`config.mk`:
```
export PLATFORM = sky130hd
export DESIGN_NAME = pps_sequencer
export DESIGN_NICKNAME = d
export VERILOG_FILES = /design/src/verilog/pps_pkg.sv /design/src/verilog/pps_default_store.sv /design/src/verilog/pps_sync.sv /design/src/verilog/pps_sequencer.sv
export VERILOG_INCLUDE_DIRS = /design/src /design/src/verilog
export SDC_FILE = /design/constraint.sdc
export NUM_CORES = 1
export LEC_CHECK = 0
export ABC_AREA = 1
export BUFFER_PORTS_ARGS = -buffer_cell sky130_fd_sc_hd__buf_4
export CORE_MARGIN = 3
export CORE_UTILIZATION = 60
export CTS_CLUSTER_DIAMETER = 120
export CTS_CLUSTER_SIZE = 8
export DETAILED_ROUTE_END_ITERATION = 10
export HOLD_SLACK_MARGIN = 0.15
export PLACE_DENSITY = 0.85
export SLEW_MARGIN = 20
export SYNTH_ARGS = -nofsm -noshare
export SYNTH_HDL_FRONTEND = slang
export SYNTH_HIERARCHICAL = 1
export SYNTH_SLANG_ARGS = --single-unit
```
`constraint.sdc`:
```
create_clock -name core_clk -period 3.05 [get_ports core_clk]
set_clock_uncertainty 0.1 [all_clocks]
set_input_delay 0.305 -clock core_clk [delete_from_list [all_inputs] [get_ports core_clk]]
set_output_delay 0.305 -clock core_clk [all_outputs]
set_load 0.01 [all_outputs]
```
`src/verilog/pps_regs.svh`:
```
// Constants for the pack power-up sequencer: offsets, resets, timings.
// Assumes a 200 MHz core clock; included by bare name.
`ifndef PPS_REGS_SVH
`define PPS_REGS_SVH
// Position of the presence mask word in the default store
`define PPS_ADDR_CELL_MASK 4'h0
// Factory default mask: cells 1, 2 and 8 present (3-cell pack)
`define PPS_CELL_MASK_DEFAULT 8'h83
// Number of words reloaded from the default store
`define PPS_RELOAD_WORDS 16
// Clock period in picoseconds
`define PPS_CLK_PS 5000
// Load check settle wait, ms
`define PPS_LOAD_WAIT_MS 3000
// Load monitor spacing, ms
`define PPS_LOAD_GAP_MS 256
// Normal voltage scan interval, ms
`define PPS_SCAN_MS 32
// Cycles per millisecond at the core clock
`define PPS_CYC_PER_MS (1000000000 / `PPS_CLK_PS)
`endif

```
`src/verilog/pps_pkg.sv`:
```
// Types for the pack power-up sequencer.
// Assumes pps_regs.svh supplies the numbers.
package pps_pkg;
  // Sequencer states, Gray coded along the power-up path
  typedef enum logic [2:0] {
    pps_power_down = 3'b000,
    pps_reload = 3'b001,
    pps_check = 3'b011,
    pps_normal = 3'b010,
    pps_load_wait = 3'b110,
    pps_load_test = 3'b111,
    pps_fets_on = 3'b101
  } pps_state_type;
endpackage : pps_pkg

```
`src/verilog/pps_default_store.sv`:
```
// Small non-volatile default store model: words read out of a register.
// Assumes the surrounding logic holds the address stable for one cycle.
`timescale 1ns/1ps
`default_nettype none
`include "pps_regs.svh"
module pps_default_store #(
  parameter int DEPTH = `PPS_RELOAD_WORDS,
  parameter int WIDTH = 8
) (
  input wire logic core_clk,
  input wire logic [$clog2(DEPTH)-1:0] rd_addr,
  output logic [WIDTH-1:0] rd_data
);
  ////////////////////////////////////////////////////////////////////////
  // Contents fixed at build; only word 0 carries a nonzero default
  logic [WIDTH-1:0] store [DEPTH];
  if (DEPTH < 2) begin : g_bad_depth
    $error("DEPTH too small");
  end
  generate
    for (genvar i = 0; i < DEPTH; i++) begin : g_word
      if (i == `PPS_ADDR_CELL_MASK) begin : g_mask
        assign store[i] = WIDTH'(`PPS_CELL_MASK_DEFAULT);
      end else begin : g_zero
        assign store[i] = '0;
      end
    end
  endgenerate
  ////////////////////////////////////////////////////////////////////////
  // Registered read port
  always_ff @(posedge core_clk) begin
    rd_data <= store[rd_addr];
  end
endmodule : pps_default_store
`default_nettype wire

```
`src/verilog/pps_sync.sv`:
```
// Two-flop synchroniser bank for asynchronous level inputs.
// Assumes the inputs are slow levels; pulses shorter than a cycle may vanish.
`timescale 1ns/1ps
`default_nettype none
module pps_sync #(
  parameter int WIDTH = 4
) (
  input wire logic core_clk,
  input wire logic srst,
  input wire logic [WIDTH-1:0] async_in,
  output logic [WIDTH-1:0] sync_out
);
  ////////////////////////////////////////////////////////////////////////
  // First stage feeds only the second stage
  logic [WIDTH-1:0] meta;
  logic [WIDTH-1:0] next_meta;
  logic [WIDTH-1:0] next_sync_out;
  if (WIDTH < 1) begin : g_bad_width
    $error("WIDTH too small");
  end
  always_comb begin
    next_meta = srst ? '0 : async_in;
    next_sync_out = srst ? '0 : meta;
  end
  always_ff @(posedge core_clk) begin
    meta <= next_meta;
    sync_out <= next_sync_out;
  end
endmodule : pps_sync
`default_nettype wire

```
`src/verilog/pps_sequencer.sv`:
```
// Pack power-up sequencer: power-down hold, default reload, cell checks,
// normal monitoring and the load check that gates the power FETs.
// Assumes cell readings, open-wire and fault flags come from the core
// clock domain; supply comparators and sense pins are asynchronous.
// Assumes mask writes come from core-clock logic; writes during the
// reload window are dropped so the stored default always lands.
`timescale 1ns/1ps
`default_nettype none
`include "pps_regs.svh"
module pps_sequencer #(
  parameter int CELLS = 8,
  parameter int LOAD_WAIT_CYC = `PPS_LOAD_WAIT_MS * `PPS_CYC_PER_MS,
  parameter int LOAD_GAP_CYC = `PPS_LOAD_GAP_MS * `PPS_CYC_PER_MS,
  parameter int SCAN_CYC = `PPS_SCAN_MS * `PPS_CYC_PER_MS
) (
  input wire logic core_clk,
  input wire logic srst,
  input wire logic charger_sense_pin,
  input wire logic load_sense_pin,
  input wire logic supply_above_1v,
  input wire logic supply_above_por,
  input wire logic regulator_output_level,
  input wire logic [CELLS-1:0] cell_zero,
  input wire logic [CELLS-1:0] cell_open_wire,
  input wire logic [CELLS-1:0] cell_voltage_ok,
  input wire logic overcurrent,
  input wire logic temp_fault,
  input wire logic mask_wr,
  input wire logic [CELLS-1:0] mask_wdata,
  output logic [CELLS-1:0] cell_presence_mask,
  output logic supplies_on,
  output logic fets_on,
  output logic scan_strobe,
  output logic [CELLS-1:0] convert_enable,
  output logic [CELLS-1:0] balance_enable,
  output logic [CELLS-1:0] cell_missing,
  output logic [2:0] state_code
);
  // Elaboration guard: vectors and store words are one byte wide
  if (CELLS != 8 || LOAD_WAIT_CYC < 1 || LOAD_GAP_CYC < 1 ||
      SCAN_CYC < 1) begin : g_bad_params
    $error("Unsupported sequencer parameters");
  end
  ////////////////////////////////////////////////////////////////////////
  // Pin and comparator synchronisers
  // Comparators may chatter near their thresholds; the two-flop delay
  // is far below any supply time constant, so it costs nothing real
  logic [4:0] sync_bits; // Raw synchroniser outputs
  logic chg_s; // Charger present
  logic load_s; // Load present
  logic vdd_1v_s; // Supply above 1V
  logic vdd_por_s; // Supply above reset threshold
  logic regulator_up_s; // Regulator above 2.25V
  pps_sync #(.WIDTH(5)) u_sync (
    .core_clk(core_clk),
    .srst(srst),
    .async_in({charger_sense_pin, load_sense_pin, supply_above_1v,
               supply_above_por, regulator_output_level}),
    .sync_out(sync_bits)
  );
  assign {chg_s, load_s, vdd_1v_s, vdd_por_s, regulator_up_s} = sync_bits;
  ////////////////////////////////////////////////////////////////////////
  // Default store for reload
  // Sixteen words of defaults; the reload index carries one spare bit
  localparam int AW = $clog2(`PPS_RELOAD_WORDS);
  logic [AW-1:0] rd_addr;
  logic [7:0] rd_data;
  pps_default_store #(.DEPTH(`PPS_RELOAD_WORDS), .WIDTH(8)) u_store (
    .core_clk(core_clk),
    .rd_addr(rd_addr),
    .rd_data(rd_data)
  );
  ////////////////////////////////////////////////////////////////////////
  // Sequencer state
  // Timers are 32 bits: the full settle wait at the core clock needs
  // about thirty of them, and one width keeps the compares simple
  pps_pkg::pps_state_type state;
  pps_pkg::pps_state_type next_state;
  logic [31:0] timer; // General wait counter
  logic [31:0] next_timer;
  logic [31:0] scan_cnt; // Scan interval counter
  logic [31:0] next_scan_cnt;
  logic [AW:0] reload_idx; // Reload word index, one extra for latency
  logic [AW:0] next_reload_idx;
  logic clear_seen; // First load-free sample taken
  logic next_clear_seen;
  logic [CELLS-1:0] next_mask;
  logic [CELLS-1:0] next_missing;
  logic next_supplies_on;
  logic next_fets_on;
  logic next_scan_strobe;
  logic power_fail; // Supply collapse
  logic cells_good; // Every present cell valid
  logic [CELLS-1:0] miss_now;
  // Two-way power-fail condition; above 1V with regulator up holds on.
  // A short pack dip keeps the logic alive on the regulator's hold-up
  // capacitor, so only a real collapse drops the state machine.
  assign power_fail = (!vdd_por_s && !regulator_up_s) ||
                      (!vdd_1v_s && regulator_up_s);
  // Unmarked positions count for neither the missing nor the good term;
  // a zero or an open-wire reading alone flags a cell; open-wire noise is not filtered
  assign miss_now = cell_presence_mask &
                    (cell_open_wire | cell_zero);
  assign cells_good = (miss_now == '0) &&
    ((cell_voltage_ok | ~cell_presence_mask) == '1);
  assign rd_addr = reload_idx[AW-1:0];
  ////////////////////////////////////////////////////////////////////////
  // Next-state logic
  always_comb begin
    next_state = state;
    next_timer = timer;
    next_scan_cnt = scan_cnt;
    next_reload_idx = reload_idx;
    next_clear_seen = clear_seen;
    next_mask = cell_presence_mask;
    next_missing = cell_missing;
    next_supplies_on = supplies_on;
    next_fets_on = 1'b0;
    next_scan_strobe = 1'b0;
    // Scan tick runs at normal rate whenever supplies are up
    // Errors never slow the scan: one rate in every running state
    if (state != pps_pkg::pps_power_down) begin
      if (scan_cnt >= 32'(SCAN_CYC - 1)) begin
        next_scan_cnt = '0;
        next_scan_strobe = 1'b1;
      end else begin
        next_scan_cnt = scan_cnt + 32'd1;
      end
    end
    // Software may rewrite the mask once running
    // A write in the reload window would race the stored default
    if (mask_wr && state != pps_pkg::pps_reload) begin
      next_mask = mask_wdata;
    end
    case (state)
      pps_pkg::pps_power_down: begin
        next_supplies_on = 1'b0;
        next_scan_cnt = '0;
        // Stay down while the supply is still failing, or supplies would
        // toggle every cycle between reload and power-down
        if (chg_s && !power_fail) begin
          // Charger brings up supplies
          next_supplies_on = 1'b1;
          next_reload_idx = '0;
          next_state = pps_pkg::pps_reload;
        end
      end
      pps_pkg::pps_reload: begin
        // Read data trails address by one cycle
        // One extra index step lets the last word's read data arrive;
        // only word zero carries a field used here
        if (reload_idx != '0 &&
            (reload_idx - 1'b1) == (AW+1)'(`PPS_ADDR_CELL_MASK)) begin
          next_mask = rd_data;
        end
        if (reload_idx == (AW+1)'(`PPS_RELOAD_WORDS)) begin
          next_state = pps_pkg::pps_check;
        end else begin
          next_reload_idx = reload_idx + 1'b1;
        end
      end
      pps_pkg::pps_check: begin
        // Judge readings only on a fresh scan; between scans they are stale
        if (scan_strobe) begin
          next_missing = miss_now;
          if (cells_good) begin
            next_state = pps_pkg::pps_normal;
          end // Otherwise loop on the next scan
        end
      end
      pps_pkg::pps_normal: begin
        // Missing flags keep tracking; load check starts once all good
        if (scan_strobe) begin
          next_missing = miss_now;
        end
        if (cells_good && !overcurrent && !temp_fault) begin
          next_timer = '0;
          next_state = pps_pkg::pps_load_wait;
        end
      end
      pps_pkg::pps_load_wait: begin
        // Settle wait before sampling the load line; any fault aborts
        // back to normal, which restarts the whole wait
        if (!cells_good || overcurrent || temp_fault) begin
          next_state = pps_pkg::pps_normal;
        end else if (timer >= 32'(LOAD_WAIT_CYC - 1)) begin
          next_timer = '0;
          next_clear_seen = 1'b0;
          next_state = pps_pkg::pps_load_test;
        end else begin
          next_timer = timer + 32'd1;
        end
      end
      pps_pkg::pps_load_test: begin
        // Timer zero is a sample slot; a nonzero timer is the gap between
        // samples. Two clear slots in a row are needed, so a load that
        // only flickers clear once keeps the FETs off
        if (!cells_good || overcurrent || temp_fault) begin
          next_state = pps_pkg::pps_normal;
        end else if (timer != '0) begin
          next_timer = (timer >= 32'(LOAD_GAP_CYC - 1)) ? '0 :
                       timer + 32'd1;
        end else if (load_s) begin
          // Load seen: restart pair of clear samples
          next_clear_seen = 1'b0;
          next_timer = 32'd1;
        end else if (clear_seen) begin
          next_fets_on = 1'b1;
          next_state = pps_pkg::pps_fets_on;
        end else begin
          next_clear_seen = 1'b1;
          next_timer = 32'd1;
        end
      end
      pps_pkg::pps_fets_on: begin
        // Load is not re-checked here; faults drop back to normal
        if (cells_good && !overcurrent && !temp_fault) begin
          next_fets_on = 1'b1;
        end else begin
          next_state = pps_pkg::pps_normal;
        end
      end
      default: begin
        // Unused codes recover to power-down
        next_state = pps_pkg::pps_power_down;
      end
    endcase
    // Supply collapse overrides every state branch above; only reset wins over it
    if (state != pps_pkg::pps_power_down && power_fail) begin
      next_state = pps_pkg::pps_power_down;
      next_supplies_on = 1'b0;
      next_fets_on = 1'b0;
    end
    // Synchronous reset last, so it wins over every branch above
    if (srst) begin
      next_state = pps_pkg::pps_power_down;
      next_timer = '0;
      next_scan_cnt = '0;
      next_reload_idx = '0;
      next_clear_seen = 1'b0;
      next_mask = `PPS_CELL_MASK_DEFAULT;
      next_missing = '0;
      next_supplies_on = 1'b0;
      next_fets_on = 1'b0;
      next_scan_strobe = 1'b0;
    end
  end
  ////////////////////////////////////////////////////////////////////////
  // State registers; every reset value arrives through the next_ terms,
  // so this process stays plain and carries no branch of its own
  always_ff @(posedge core_clk) begin
    state <= next_state;
    timer <= next_timer;
    scan_cnt <= next_scan_cnt;
    reload_idx <= next_reload_idx;
    clear_seen <= next_clear_seen;
    cell_presence_mask <= next_mask;
    cell_missing <= next_missing;
    supplies_on <= next_supplies_on;
    fets_on <= next_fets_on;
    scan_strobe <= next_scan_strobe;
  end
  ////////////////////////////////////////////////////////////////////////
  // Registered per-cell enables; balancing only while monitoring,
  // so cells are not bled before the pack has passed its checks.
  // Enables follow next_mask so a mask write reaches them with the mask.
  logic run_state;
  assign run_state = (state == pps_pkg::pps_normal) ||
                     (state == pps_pkg::pps_load_wait) ||
                     (state == pps_pkg::pps_load_test) ||
                     (state == pps_pkg::pps_fets_on);
  always_ff @(posedge core_clk) begin
    if (srst) begin
      convert_enable <= '0;
      balance_enable <= '0;
      state_code <= 3'h0;
    end else begin
      convert_enable <= supplies_on ? next_mask : '0;
      balance_enable <= run_state ? next_mask : '0;
      state_code <= next_state;
    end
  end
endmodule : pps_sequencer
`default_nettype wire

```
Word-level counts from Yosys, hierarchy flattened
Memory sizes are Yosys's and may differ from the RTL's. A register that Yosys moved wholly into a read port is not among the register bits.
Cells that the tools add are included.
- output and inout bits: 38
- bits in latches: 0
- word-level logic and storage cells: 135
- input bits: 42
- memory bits (read-only): 128
- RAM bits: 0
- memories kept: 1
- flip-flop bits (word level): 121
- memories (name ; words ; bits a word ; rd ports ; clocked after memory_dff ; wr ports ; line ; RTL):
    (no name shown) ; 16 ; 8 ; 1 ; 1 ; 0 ; pps_default_store.sv:32 ; rd_data <= store[rd_addr];
- add/sub/neg operators: 4
- magnitude comparators: 3
- shift operators: 0
- div/mod/pow operators: 0
- multipliers: 0
- reductions and logical operators: 41
- mux-type cells: 46
- bitwise gates (word level): 8
- eq/ne operators: 17
- operators by type and width (operator ; count):
    2-to-1 mux 32 bit ; 9
    one-hot mux 32 bit (3 select lines) ; 1
    adder 32 x 1 -> 32 bit (second input constant) ; 2
    2-to-1 mux 3 bit ; 14
    greater-or-equal comparator 32 x 23 -> 1 bit (second input constant) ; 1
    greater-or-equal comparator 32 x 26 -> 1 bit (second input constant) ; 1
    greater-or-equal comparator 32 x 30 -> 1 bit (second input constant) ; 1
    2-to-1 mux 8 bit ; 4
    nonzero test 32 bit ; 1
    one-hot mux 3 bit (7 select lines) ; 1
    bitwise OR 8 bit ; 2
    != test 2 bit (second input constant) ; 7
    2-to-1 mux 1 bit ; 12
    OR reduction 2 bit ; 6
    2-to-1 mux 5 bit ; 2
    one-hot mux 5 bit (2 select lines) ; 1
    AND reduction 5 bit ; 2
    equality test 3 bit (second input constant) ; 3
    logical AND 1 bit ; 9
    bitwise AND 8 bit ; 1
    equality test 8 bit (second input constant) ; 1
    zero test 8 bit ; 1
    NOT 8 bit ; 1
    zero test 1 bit ; 7
    18 further kinds ; 29

Depth between registers and ports, before layout
Gate-level depths: netlist of run 1.
- depth after elaboration: 11
- mapped depth: 15
- mapped depth without buffers: 13

By module
Netlist of run 1, hierarchy kept.
- modules (own cells, without submodules) (module ; cells each ; instances ; area an instance (um^2) ; sequential area each (um^2)):
    pps_sequencer ; 874 ; 1 ; 5845.6 ; 2222.1
    pps_sync ; 31 ; 1 ; 286.5 ; 200.2
    pps_default_store ; 16 ; 1 ; 102.6 ; 20.0

Worst setup path before layout of run 1
No wires, ideal clock.
- path type: reg-to-reg
- from: register timer[0]
- to: register timer[12]
- setup time: 0.112 ns
- period minus slack after synthesis: 1.806 ns
- stages on the path, launching flop included: 14
- data required time: 2.838 ns
- buffers on the path: 1
- arrival time: 1.594 ns
- path slack: 1.244 ns
- path through: dfxtp_1 ha_1 nand3_1 nor2_1 nand2_1 nand2_1 nand2_1 nand3_2 nand2_1 nand2_2 nand2_8 nand2_8 buf_8 nor2_2
- longest elaborated chain between the ends: 5
- elaborated cells on any way between the ends: 12
- those cells by class: add/sub (1); order compare (2); eq/ne (1); mux (6); reduce/logical (2)
- RTL lines (what ; line ; RTL):
    from (decl) ; pps_sequencer.sv:79 ; logic [31:0] timer;
    from (signal assigned) ; pps_sequencer.sv:253 ; timer <= next_timer;
    adder 32 x 1 -> 32 bit / greater-or-equal comparator 32 x 26 -> 1 bit (equally long branches) ; pps_sequencer.sv:191, pps_sequencer.sv:202, pps_sequencer.sv:201 ;
    2-to-1 mux 32 bit ; pps_sequencer.sv:201 ; next_timer = (timer >= 32'(LOAD_GAP_CYC - 1)) ? '0 :
    2-to-1 mux 32 bit ; pps_sequencer.sv:200 ; end else if (timer != '0) begin
    2-to-1 mux 32 bit ; pps_sequencer.sv:198 ; if (!cells_good || overcurrent || temp_fault) begin
    one-hot mux 32 bit (3 select lines) ; pps_sequencer.sv:135 ; case (state)
Parallel ways exist; a longest one is shown, timed or not. The select of a mux whose other input is x is not followed.
A chain may end at the register's enable or synchronous reset.

Final worst setup path of run 1
- from: register reload_idx[0]
- to: register cell_presence_mask[7]
- longest elaborated chain between the ends: 6
- elaborated cells on any way between the ends: 7
- those cells by class: add/sub (1); mux (3); reduce/logical (3)
- RTL lines (what ; line ; RTL):
    from (decl) ; pps_sequencer.sv:83 ; logic [AW:0] reload_idx;
    from (signal assigned) ; pps_sequencer.sv:255 ; reload_idx <= next_reload_idx;
    subtractor 5 x 1 -> 5 bit ; pps_sequencer.sv:153 ; (reload_idx - 1'b1) == (AW+1)'(`PPS_ADDR_CELL_MASK)) begin
    zero test 5 bit ; pps_sequencer.sv:153 ;
    logical AND 1 bit * ; pps_sequencer.sv:152 ; if (reload_idx != '0 &&
    2-to-1 mux 8 bit * ; pps_sequencer.sv:152 ;
    2-to-1 mux 8 bit * ; pps_sequencer.sv:135 ;
    2-to-1 mux 8 bit * ; pps_sequencer.sv:235 ; if (srst) begin
    via next_mask[7] ; pps_sequencer.sv:87 ; logic [CELLS-1:0] next_mask;
    to (signal assigned) ; pps_sequencer.sv:257 ; cell_presence_mask <= next_mask;
    to (decl) ; pps_sequencer.sv:30 ; output logic [CELLS-1:0] cell_presence_mask,
Mark *: on every way through the listed nets, which the timed path passes. The rest lies on a longest branch.

==> impl_results.rst, run 1 <==
.. list-table::
   :header-rows: 1

   * - Metric
     - Value
   * - Result of the run
     - finished clean
   * - Post-synth ARST share
     - 0
   * - Number of sinks driven by the clock tree
     - 122
   * - Setup crit start
     - reload_idx[0]
   * - Core Region
     - 9955 um^2
   * - Ant diodes
     - 0
   * - Area leader, netlist
     - sky130_fd_sc_hd__dfxtp_1
   * - Power per Cell Area
     - 496.4 nW/um^2
   * - Final WL
     - 17510 um
   * - Post-route total power
     - 3.903 mW
   * - Number of detailed-routing iterations run before antenna repair
     - 7
   * - Count of pins on the block boundary
     - 80
   * - Placement row count
     - 36
   * - Number of synthesized flops with an enable pin
     - 0
   * - Critical path start-end classification
     - register to register
   * - Synth area leaders
     - sky130_fd_sc_hd__dfxtp_1 39%, sky130_fd_sc_hd__nand2_1 12%, sky130_fd_sc_hd__nor2_1 9.8%
   * - Initial DRC Count
     - 568
   * - Switching power share of the total
     - 0.2278
   * - Cells after Synth
     - 921
   * - Worst min-delay path category
     - input pin to register
   * - Data arrival time of the critical path
     - 3.06 ns
   * - Area of the mapped netlist
     - 6235 um^2
   * - Category of the worst setup path launch point
     - register
   * - Starting density of the core
     - 0.6263
   * - Setup repair after global routing missed its margin
     - false
   * - Data required time at the worst endpoint
     - 3.42 ns
   * - Internal power contribution
     - 3.013 mW
   * - Total via count in the routed design
     - 6450
   * - Last element of the critical path
     - cell_presence_mask[7]
   * - Worst-case vdd ir drop
     - 0.4412 mV
   * - # DRC
     - 0
   * - Final routed wire length divided by cell count
     - 14.70 um
   * - Number of pins with negative max-slew slack in the final report
     - 0
   * - Part of the total power dissipated in combinational logic
     - 0.053
   * - Die Outline Area
     - 11650 um^2
   * - Final min period
     - 2.692 ns
   * - R2R Setup Slk
     - 0.36 ns
   * - Total number of yosys warnings
     - 6
   * - Via count of the first global-routing pass
     - 6257
   * - Avg Vias per Cell
     - 5.416
   * - Number of antenna violations at the first check in global routing
     - 0
   * - Type of destination of the critical path
     - register
   * - Vert. Die Dim
     - 107.9 um
   * - Top FF cell, synth
     - sky130_fd_sc_hd__dfxtp_1
   * - CTS tree
     - yes
   * - HPWL after detailed placement
     - 10770 um
   * - Clk root buf
     - sky130_fd_sc_hd__clkbuf_8
   * - Final number of setup-violating endpoints
     - 0
   * - Top fanout value on the critical path
     - 11
   * - Final Util
     - 0.7897
   * - Post-route ant nets
     - 0
   * - Critical path cell sequence
     - inv_1 > ha_1 > nand2_1 > nand2_1 > nor3_1 > nand3_1 > inv_1 > a21oi_1 > o31ai_1 > dlygate4sd3_1
   * - Worst r2r src
     - reload_idx[0]
   * - Sequential power share
     - 0.419
   * - Clk slew on worst S/H paths
     - 0.06 ns
   * - Leakage Power
     - 3.541 nW
   * - H-tree depth reported by CTS
     - 4
   * - Last weighted congestion value of the routability-driven placer
     - 0.9996
   * - Count of unique library cells instantiated by Yosys
     - 47
   * - Relative slew slack
     - 0.5985
   * - Sequential fraction of the synthesis area
     - 0.3917
   * - Post-route clock period utilization
     - 0.8826
   * - CTS-repair resized insts
     - 0
   * - Total clock buffers created by CTS
     - 17
   * - Clk_lat worst skew
     - 0.53 ns
   * - Post-synth top area share
     - 0.3917
   * - Number of buffers on the longest clock path
     - 2
   * - Capture point of the worst reg-to-reg path
     - cell_presence_mask[7]
   * - Final setup TNS
     - 0 ns
   * - Flip-flop and latch count after synthesis
     - 122
   * - NumNets Final
     - 1093
   * - Number of cells on the worst reg-to-reg path
     - 10
   * - Fraction of final layout cells sized beyond drive strength 1
     - 0.1597
   * - Slowest-stage cell, CP
     - sky130_fd_sc_hd__dlygate4sd3_1
   * - Max capacitance violation total
     - 0
   * - First-pass GRT wire length
     - 28900 um
   * - Clock network power share
     - 0.528
   * - Total track usage
     - 0.3121
   * - Count of buffers inserted at the top-level ports
     - 79
   * - Worst-Margin Slew
     - 0.6015 ns
   * - Synth-to-Final Area Change
     - 26.09%
   * - Width of the die
     - 107.9 um
   * - Pin count of the biggest net entering global routing
     - 29
   * - Total gr overflow
     - 0
   * - Delay of the slowest critical-path stage
     - 0.61 ns
   * - Hold Violations, Final
     - 0
   * - NetSw
     - 0.8891 mW
   * - Mean instance size in the synthesized netlist
     - 6.770 um^2
   * - Maximum frequency from static timing analysis
     - 0.3715 GHz
cells in the mapped netlist (3+ instances only):
cell	instances
sky130_fd_sc_hd__ha_1	6
sky130_fd_sc_hd__o21ai_1	14
sky130_fd_sc_hd__nor3_1	25
sky130_fd_sc_hd__nand2_1	205
sky130_fd_sc_hd__nor2_2	19
sky130_fd_sc_hd__buf_4	8
sky130_fd_sc_hd__buf_2	5
sky130_fd_sc_hd__dfxtp_1	122
sky130_fd_sc_hd__nor3b_1	4
sky130_fd_sc_hd__inv_1	121
sky130_fd_sc_hd__nand4_1	20
sky130_fd_sc_hd__clkbuf_1	8
sky130_fd_sc_hd__inv_2	8
sky130_fd_sc_hd__buf_6	4
sky130_fd_sc_hd__o21bai_1	7
sky130_fd_sc_hd__xor2_1	11
sky130_fd_sc_hd__a21oi_1	33
sky130_fd_sc_hd__nor2_1	163
sky130_fd_sc_hd__nand2_2	5
sky130_fd_sc_hd__o21ai_0	29
sky130_fd_sc_hd__nand3_1	53
sky130_fd_sc_hd__o211ai_1	6
sky130_fd_sc_hd__nor3_2	3
sky130_fd_sc_hd__nand3_2	5
logic make-up (layout without fill, tap and decap cells):
kind of cell / Yosys count / count (layout) / share of synthesized area
buffers and inverters: 157 / 282 / 0.1074
DFF: 122 / 122 / 0.3917
other: 2 / 14 / 0.001205
xor gates and xnor gates: 13 / 13 / 0.01826
AOI/OAI and AO/OA: 103 / 103 / 0.09412
adders and majority gates: 6 / 6 / 0.01204
and+or+nand+nor: 518 / 518 / 0.3753
repair_timing:
| item | CTS | global route |
|---|---|---|
| hold buffers | 36 | 0 |
| buffers inserted | 0 | 0 |
| endpoints found under the hold margin | 38 | 0 |
| endpoints found under the setup margin | 0 | 0 |
registers in the layout, summed over array words and instances (netlist names):
register and count:
u_store/rd_data 1, cell_missing 8, clear_seen 1, state 3
balance_enable 8, scan_strobe 1, supplies_on 1, scan_cnt 32
u_sync/meta 5, timer 32, fets_on 1, convert_enable 8
cell_presence_mask 8, state_code 3, u_sync/sync_out 5, reload_idx 5
stage by stage:
step | setup WS (ns) | std cells | hold WS, ns | area (um^2)
finish | 0.3581 | 1191 | 0.1807 | 7861
global route | 0.1362 | 1191 | 0.1909 | 7861
CTS | 0.4315 | 1191 | 0.1560 | 7861
detailed placement | 0.7889 | 1123 | 0.2992 | 6894
global placement | 0.8546 | 1123 | 0.2890 | 6894
floorplan | 1.244 | 933 | 0.2883 | 6280
final cells by class:
class                   count  area [um^2]
multi-input cells         654         3168
flip-flops and latches    122         2442
fillers                   678         2093
repair buffers            119        983.4
inverters                 131        494.2
clock buffers              19        441.7
well taps                 133        166.4
clock inverters            13        165.2
placed cells by master (no fill, tap or decap), types with 4 or more instances in the layout:
| cell type | n |
|---|---|
| sky130_fd_sc_hd__buf_4 | 83 |
| sky130_fd_sc_hd__nor2_2 | 19 |
| sky130_fd_sc_hd__nand3_2 | 5 |
| sky130_fd_sc_hd__ha_1 | 6 |
| sky130_fd_sc_hd__o21ai_1 | 14 |
| sky130_fd_sc_hd__nand3_1 | 53 |
| sky130_fd_sc_hd__dfxtp_1 | 122 |
| sky130_fd_sc_hd__clkinvlp_4 | 4 |
| sky130_fd_sc_hd__nor3b_1 | 4 |
| sky130_fd_sc_hd__xor2_1 | 11 |
| sky130_fd_sc_hd__o21ai_0 | 29 |
| sky130_fd_sc_hd__nand4_1 | 20 |
| sky130_fd_sc_hd__nand2_2 | 5 |
| sky130_fd_sc_hd__clkbuf_16 | 16 |
| sky130_fd_sc_hd__conb_1 | 14 |
| sky130_fd_sc_hd__o211ai_1 | 6 |
| sky130_fd_sc_hd__o21bai_1 | 7 |
| sky130_fd_sc_hd__inv_2 | 8 |
| sky130_fd_sc_hd__nor3_1 | 25 |
| sky130_fd_sc_hd__dlygate4sd3_1 | 36 |
| sky130_fd_sc_hd__nor2_1 | 163 |
| sky130_fd_sc_hd__inv_1 | 121 |
| sky130_fd_sc_hd__nand2_1 | 205 |
| sky130_fd_sc_hd__a21oi_1 | 33 |
worst max-delay path, delay by kind of cell (launching register included):
family	cells	cell delay [ns]
AO/OA/AOI/OAI	2	0.22
adder cells (fa/ha/maj)	1	0.24
buffers and inverters	3	0.98
flip-flops	1	0.42
AND/OR/NAND/NOR	4	0.67
worst min-delay path by stage:
stage / startpoint / endpoint / slack, ns / depth (start not counted)
finish: mask_wr / cell_presence_mask[0] / 0.18 / 3
global route: mask_wr / cell_presence_mask[0] / 0.19 / 3
CTS: temp_fault / timer[0] / 0.16 / 6
detailed placement: u_sync/meta[0] / u_sync/sync_out[0] / 0.30 / 2
global placement: u_sync/meta[0] / u_sync/sync_out[0] / 0.29 / 2
floorplan: u_sync/meta[0] / u_sync/sync_out[0] / 0.29 / 2
power groups by stage:
| stage | clock (mW) | sequential, mW | combinational (mW) |
|---|---|---|---|
| 3_3_place_gp | 0 | 1.67 | 0.153 |
| 2_1_floorplan | 0 | 1.66 | 0.0911 |
| 6_report | 2.06 | 1.63 | 0.207 |
| 4_1_cts | 2.07 | 1.63 | 0.197 |
| 5_1_grt | 2.15 | 1.64 | 0.224 |
| 3_5_place_dp | 0 | 1.67 | 0.156 |
routing by layer:
metal	routed length (um)	track usage	up-vias	part of all wire
met5	0	0	-	0
met4	547	0.1371	0	0.031
met3	1291	0.06627	68	0.074
met2	8544	0.5466	325	0.49
met1	7124	0.3677	2905	0.41
li1	-	-	3152	-
(Power assumes the default switching activity.)
==> run 2: changes to the inputs <==
- CORE_UTILIZATION: 60 -> 42
- PLACE_DENSITY: 0.85 -> 0.64
==> run 2 against run 1 <==
  * Total power shrank 0.85%
  * Wire length fell by 12%
  * Die area rose by 40%
  * Setup slack better by 0.34 ns
  * Hold slack got worse by 0.0032 ns
  * First-iteration DRC count decreased by 32%
  * Sequential share of layout area is 0.56 points higher
  * Design area decreased by 1.8%
  * Count of clock-buffer cells in the layout did not move
  * Register-to-register slack improved by 0.34 ns
  * Non-clock buffer count shrank 20
==> impl_results.rst, run 2 (synthesized netlist as in run 1, its figures left out) <==
.. list-table::
   :header-rows: 1

   * - Metric
     - Value
   * - HPWL after detailed placement
     - 11130 um
   * - Post-CTS Setup Inserts
     - 0
   * - Via count of the first global-routing pass
     - 5381
   * - Worst hold-check slack
     - 0.1776 ns
   * - Ant diodes
     - 0
   * - Post-route ant nets
     - 0
   * - Filler-free cell count of the finished design
     - 1218
   * - Critical path start-end classification
     - input pin to register
   * - Final number of setup-violating endpoints
     - 0
   * - Initial DRC Count
     - 387
   * - Top fanout value on the critical path
     - 14
   * - Power per Cell Area
     - 501.1 nW/um^2
   * - Max capacitance violation total
     - 0
   * - Clk slew on worst S/H paths
     - 0.05 ns
   * - Leading cell types in the layout, fill and taps excluded
     - 205 x sky130_fd_sc_hd__nand2_1, 163 x sky130_fd_sc_hd__nor2_1, 122 x sky130_fd_sc_hd__dfxtp_1, 121 x sky130_fd_sc_hd__inv_1, 84 x sky130_fd_sc_hd__buf_4
   * - CTS tree
     - yes
   * - Number of detailed-routing iterations run before antenna repair
     - 5
   * - Synth-to-Final Area Change
     - 23.84%
   * - Total clock buffers created by CTS
     - 17
   * - Slowest-stage cell, CP
     - sky130_fd_sc_hd__dlygate4sd3_1
   * - Data required time at the worst endpoint
     - 3.25 ns
   * - Maximum frequency from static timing analysis
     - 0.4245 GHz
   * - Number of buffers on the longest clock path
     - 2
   * - Area occupied by multi-input gates
     - 3168 um^2
   * - Post-route total power
     - 3.869 mW
   * - Last weighted congestion value of the routability-driven placer
     - 0.8836
   * - Total via count in the routed design
     - 5859
   * - Result of the run
     - finished clean
   * - First-pass GRT wire length
     - 25420 um
   * - Core Region
     - 14200 um^2
   * - Post-DP Area
     - 6960 um^2
   * - Number of pins with negative max-slew slack in the final report
     - 0
   * - Hold Violations, Final
     - 0
   * - Final WS setup
     - 0.6943 ns
   * - Die Outline Area
     - 16340 um^2
   * - Count of pins on the block boundary
     - 80
   * - Filler cell count
     - 1424
   * - Relative slew slack
     - 0.5176
   * - Fraction of final layout cells sized beyond drive strength 1
     - 0.1628
   * - R2R Setup Slk
     - 0.70 ns
   * - Leakage Power
     - 3.459 nW
   * - Total placed cells including tap cells
     - 1171
   * - Post-Place Worst Slack
     - 0.6883 ns
   * - Type of destination of the critical path
     - register
   * - Final std cell area, no fill
     - 7721 um^2
   * - Clk root buf
     - sky130_fd_sc_hd__clkbuf_16
   * - NumNets Final
     - 1073
   * - Worst-case vdd ir drop
     - 0.3807 mV
   * - Avg Vias per Cell
     - 4.810
   * - Total gr overflow
     - 0
   * - # DRC
     - 0
   * - Final routed wire length divided by cell count
     - 12.58 um
   * - Final setup TNS
     - 0 ns
   * - Area of all sequential standard cells
     - 2442 um^2
   * - Worst-Margin Slew
     - 0.7215 ns
   * - Largest regs
     - scan_cnt x32, timer x32
   * - Worst min-delay path category
     - input pin to register
   * - Number of antenna violations at the first check in global routing
     - 0
   * - Category of the worst setup path launch point
     - input pin
   * - Setup repair after global routing missed its margin
     - false
   * - Count of buffers inserted at the top-level ports
     - 79
   * - Clk_lat worst skew
     - 0.42 ns
   * - Vert. Die Dim
     - 127.8 um
   * - Data arrival time of the critical path
     - 2.56 ns
   * - Width of the die
     - 127.8 um
   * - Delay of the slowest critical-path stage
     - 0.55 ns
   * - Starting density of the core
     - 0.4390
   * - Most common cell on crit path
     - sky130_fd_sc_hd__nand2_1
   * - Final min period
     - 2.356 ns
   * - Post-route clock period utilization
     - 0.7724
   * - Final WL
     - 15320 um
   * - Total track usage
     - 0.1928
   * - Final Util
     - 0.5436
   * - Commonest non-fill, non-tap cell in the layout
     - sky130_fd_sc_hd__nand2_1
   * - Placement row count
     - 43
   * - H-tree depth reported by CTS
     - 4
   * - Critical path cell sequence
     - dlygate4sd3_1 > buf_4 > o21ai_1 > nand2_1 > inv_1 > nand2_1 > nor2_1 > nand4_1 > nor2_2 > nand3_1 > nand2_1 > nor2_2
   * - Pin count of the biggest net entering global routing
     - 29
   * - Number of sinks driven by the clock tree
     - 122
run 2: path summary, 6_finish.rpt:
path,to,start,cells after the start
setup / recovery,timer[4],cell_open_wire[0],12
hold / removal,u_sync/meta[0],srst,2
setup reg to reg,scan_cnt[11],scan_cnt[0],9
hold reg to reg,u_sync/sync_out[0],u_sync/meta[0],2
run 2: critical path: cells and delay by family:
family                 cells  cell delay, ns
and+or+nand+nor            8            1.35
buffers and inverters      3            0.76
AOI/OAI and AO/OA          1            0.14
run 2: repair_timing:
item	in CTS	in global routing
hold buffers	15	0
gates resized for setup	0	0
hold endpoints to repair	10	0
run 2: area by class of cell:
type                    instances  area share
clock buffers                  19     0.05737
clock inverters                13     0.02171
inverters                     131     0.06401
multi-input cells             654      0.4103
flip-flops and latches        122      0.3163
well taps                     180     0.02917
repair buffers                 99      0.1011
run 2: layer usage:
layer	part of all wire	track usage	vias up
met4	0.013	0.05743	0
met5	0	0	-
met3	0.056	0.04917	18
met1	0.48	0.2561	2606
li1	-	-	3106
met2	0.45	0.3096	129
run 2: where the power goes:
| part | switching, mW | internal, mW | total (mW) | leakage [nW] |
|---|---|---|---|---|
| sequential | 0.0160 | 1.62 | 1.63 | 0.990 |
| clock | 0.750 | 1.31 | 2.06 | 0.294 |
| combinational | 0.0893 | 0.0848 | 0.174 | 2.18 |
| total | 0.856 | 3.01 | 3.87 | 3.46 |
==> run 3: changes to the inputs <==
- ABC_AREA: 1 -> 0
- PLACE_DENSITY: 0.64 -> 0.65
- clock period: 3.05 -> 2.2 ns (I/O delays scaled with it)
==> run 3 against run 2 <==
  * The run now ends with negative setup slack left
  * Wire length down 3.4%
  * Non-clock buffer count up 90
  * Highest routed layer unchanged
  * Count of clock-buffer cells in the layout down 2
==> impl_results.rst, run 3 <==
.. list-table::
   :header-rows: 1

   * - Metric
     - Value
   * - Setup crit start
     - timer[1]
   * - Final WS setup
     - -0.3826 ns
   * - Total clock buffers created by CTS
     - 17
   * - Post-Place Worst Slack
     - -0.3798 ns
   * - Count of unique library cells instantiated by Yosys
     - 57
   * - Sequential fraction of the synthesis area
     - 0.4544
   * - Failing checks
     - negative setup slack
   * - Final WL
     - 14800 um
   * - Total placed cells including tap cells
     - 937
   * - Top fanout value on the critical path
     - 12
   * - Final min period
     - 2.583 ns
   * - Leading post-synthesis cells by instance count
     - 122 x sky130_fd_sc_hd__dfxtp_1, 79 x sky130_fd_sc_hd__nor2_1, 63 x sky130_fd_sc_hd__nor3_1
   * - Via count of the first global-routing pass
     - 5042
   * - Final Util
     - 0.6368
   * - Critical path cell sequence
     - inv_2 > ha_4 > nor3b_4 > and4_4 > nand4_4 > o41ai_4 > buf_4 > nor2_2 > a31o_4 > buf_4 > a21oi_1
   * - Ant diodes
     - 0
   * - Critical path start-end classification
     - register to register
   * - Flip-flop and latch count after synthesis
     - 122
   * - Core Region
     - 12260 um^2
   * - First-pass GRT wire length
     - 23870 um
   * - Vert. Die Dim
     - 119.1 um
   * - Setup repair after global routing missed its margin
     - true
   * - Clk root buf
     - sky130_fd_sc_hd__clkbuf_16
   * - # DRC
     - 0
   * - Result of the run
     - finished, violations left
   * - Number of buffers on the longest clock path
     - 2
   * - Worst min-delay path category
     - input pin to register
   * - Largest regs
     - scan_cnt x32, timer x32
   * - CTS tree
     - yes
   * - Total gr overflow
     - 0
   * - R2R Setup Slk
     - -0.38 ns
   * - Mean instance size in the synthesized netlist
     - 8.628 um^2
   * - Hold Violations, Final
     - 0
   * - Part of the total power dissipated in combinational logic
     - 0.049
   * - Count of buffers inserted at the top-level ports
     - 79
   * - Worst-case vdd ir drop
     - 0.5904 mV
   * - Delay of the slowest critical-path stage
     - 0.42 ns
   * - Most common cell on crit path
     - sky130_fd_sc_hd__buf_4
   * - Commonest non-fill, non-tap cell in the layout
     - sky130_fd_sc_hd__buf_4
   * - Starting density of the core
     - 0.4384
   * - Number of synthesized flops with an enable pin
     - 0
   * - Max capacitance violation total
     - 0
   * - Synth-to-Final Area Change
     - 45.27%
   * - Data required time at the worst endpoint
     - 2.43 ns
   * - Post-synth ARST share
     - 0
   * - HPWL after detailed placement
     - 10260 um
   * - Number of detailed-routing iterations run before antenna repair
     - 5
   * - Sequential power share
     - 0.427
   * - Total track usage
     - 0.2058
   * - Placement row count
     - 40
   * - Maximum frequency from static timing analysis
     - 0.3872 GHz
   * - Data arrival time of the critical path
     - 2.82 ns
   * - Hold Crit Start
     - mask_wdata[3]
   * - Power per Cell Area
     - 676.6 nW/um^2
   * - NumNets Final
     - 855
   * - Slowest-stage cell, CP
     - sky130_fd_sc_hd__o41ai_4
   * - Switching power share of the total
     - 0.2424
   * - Area leader, netlist
     - sky130_fd_sc_hd__dfxtp_1
   * - Most frequent cell after synthesis
     - sky130_fd_sc_hd__dfxtp_1
   * - Pin count of the biggest net entering global routing
     - 50
   * - NetSw
     - 1.281 mW
   * - Final number of setup-violating endpoints
     - 33
   * - Type of destination of the critical path
     - register
   * - Die Outline Area
     - 14190 um^2
   * - Relative slew slack
     - 0.6563
   * - Cells after Synth
     - 623
   * - Worst-Margin Slew
     - 0.5155 ns
   * - Leakage Power
     - 3.070 nW
   * - Synth area leaders
     - sky130_fd_sc_hd__dfxtp_1 45%, sky130_fd_sc_hd__nor3_1 5.9%, sky130_fd_sc_hd__nor2_1 5.5%
   * - Category of the worst setup path launch point
     - register
   * - Filler-free cell count of the finished design
     - 988
   * - Avg Vias per Cell
     - 5.223
   * - Internal power contribution
     - 4.003 mW
   * - Filler cell count
     - 1029
   * - Leading cell types in the layout, fill and taps excluded
     - 169 x sky130_fd_sc_hd__buf_4, 113 x sky130_fd_sc_hd__dfxtp_1, 72 x sky130_fd_sc_hd__nor2_1, 58 x sky130_fd_sc_hd__nor3_1, 30 x sky130_fd_sc_hd__xnor2_1
   * - Total via count in the routed design
     - 5160
   * - Clk_lat worst skew
     - 0.42 ns
   * - Count of pins on the block boundary
     - 80
   * - Post-synth top area share
     - 0.4544
   * - Initial DRC Count
     - 350
   * - Final routed wire length divided by cell count
     - 14.98 um
   * - Fraction of final layout cells sized beyond drive strength 1
     - 0.3317
   * - Last weighted congestion value of the routability-driven placer
     - 0.8946
   * - Number of sinks driven by the clock tree
     - 122
   * - Post-route ant nets
     - 0
   * - Final setup TNS
     - -9.658 ns
   * - Width of the die
     - 119.1 um
   * - Top FF cell, synth
     - sky130_fd_sc_hd__dfxtp_1
   * - Post-route clock period utilization
     - 1.174
   * - Number of antenna violations at the first check in global routing
     - 0
   * - H-tree depth reported by CTS
     - 4
   * - Worst r2r src
     - timer[1]
   * - Area of the mapped netlist
     - 5375 um^2
   * - Clk slew on worst S/H paths
     - 0.06 ns
   * - Clock network power share
     - 0.524
   * - Total number of yosys warnings
     - 6
   * - Number of pins with negative max-slew slack in the final report
     - 0
run 3: cell count changes after synthesis, moves of 19 or more:
cell	change
sky130_fd_sc_hd__xnor2_1	+28
sky130_fd_sc_hd__nor3_1	+38
sky130_fd_sc_hd__nor2_1	-84
sky130_fd_sc_hd__inv_1	-102
sky130_fd_sc_hd__nand2_1	-176
sky130_fd_sc_hd__nand3_1	-26
sky130_fd_sc_hd__nor2_2	-19
run 3: power by group through the flow:
stage          clock network, mW  registers [mW]  logic [mW]
3_3_place_gp                   0            2.30       0.221
6_report                    2.77            2.26       0.260
4_1_cts                     2.80            2.25       0.248
3_5_place_dp                   0            2.30       0.223
2_1_floorplan                  0            2.30      0.0929
5_1_grt                     2.90            2.26       0.282
run 3: cell type report:
cell class	count	area [um^2]	area share
multi-input cells	458	2964	0.3796
flip-flops and latches	122	2456	0.3145
repair buffers	189	1510	0.1934
clock buffers	17	425.4	0.05448
well taps	168	210.2	0.02692
clock inverters	15	171.4	0.02195
inverters	19	71.32	0.009133
run 3: per-stage QoR:
stage / hold slack (ns) / power (mW) / area (um^2)
after floorplan: 0.1916 / 2.397 / 5522
after global placement: 0.3301 / 2.523 / 6829
after detailed placement: 0.3241 / 2.526 / 6829
after CTS: 0.1553 / 5.302 / 7634
after global routing: 0.1815 / 5.445 / 7809
final: 0.1629 / 5.283 / 7809
run 3: worst paths after layout:
path / end / cells after the start
max: timer[1] / 11
min: cell_presence_mask[3] / 5
max reg2reg: timer[1] / 11
min reg2reg: u_sync/sync_out[2] / 1
run 3: cells by family (layout without fill, tap and decap cells):
family	after synthesis	in the layout	share of synthesized area
adder cells (fa/ha/maj)	6	6	0.01397
AND/OR/NAND/NOR	298	299	0.2910
AO/OA/AOI/OAI	85	85	0.1003
XOR/XNOR	43	43	0.07006
multiplexers	11	11	0.02072
flip-flops	122	122	0.4544
other	2	14	0.001397
buffers and inverters	56	240	0.04818
run 3: critical path, delay by kind of cell, from the launching register on:
kind                     cells  cell delay, ns
AO/OA/AOI/OAI                3            0.83
AND/OR/NAND/NOR              4            0.63
buffers and inverters        3            0.46
flip-flops                   1            0.32
adder cells (fa/ha/maj)      1            0.15
run 3: layer usage:
metal / GRT usage / vias to the layer above / wire length [um]
met5: 0 / - / 0
li1: - / 2553 / -
met4: 0.07893 / 0 / 364
met3: 0.04986 / 35 / 734
met2: 0.3384 / 162 / 7109
met1: 0.2609 / 2410 / 6589
run 3: timing repair:
| item | in CTS | in global routing |
|---|---|---|
| resized for setup | 11 | 37 |
| pin swaps | 7 | 9 |
| endpoints found under the setup margin | 37 | 57 |
| endpoints found under the hold margin | 16 | 0 |
| hold buffers | 15 | 0 |
| gates cloned | 0 | 2 |
| setup buffers | 1 | 1 |
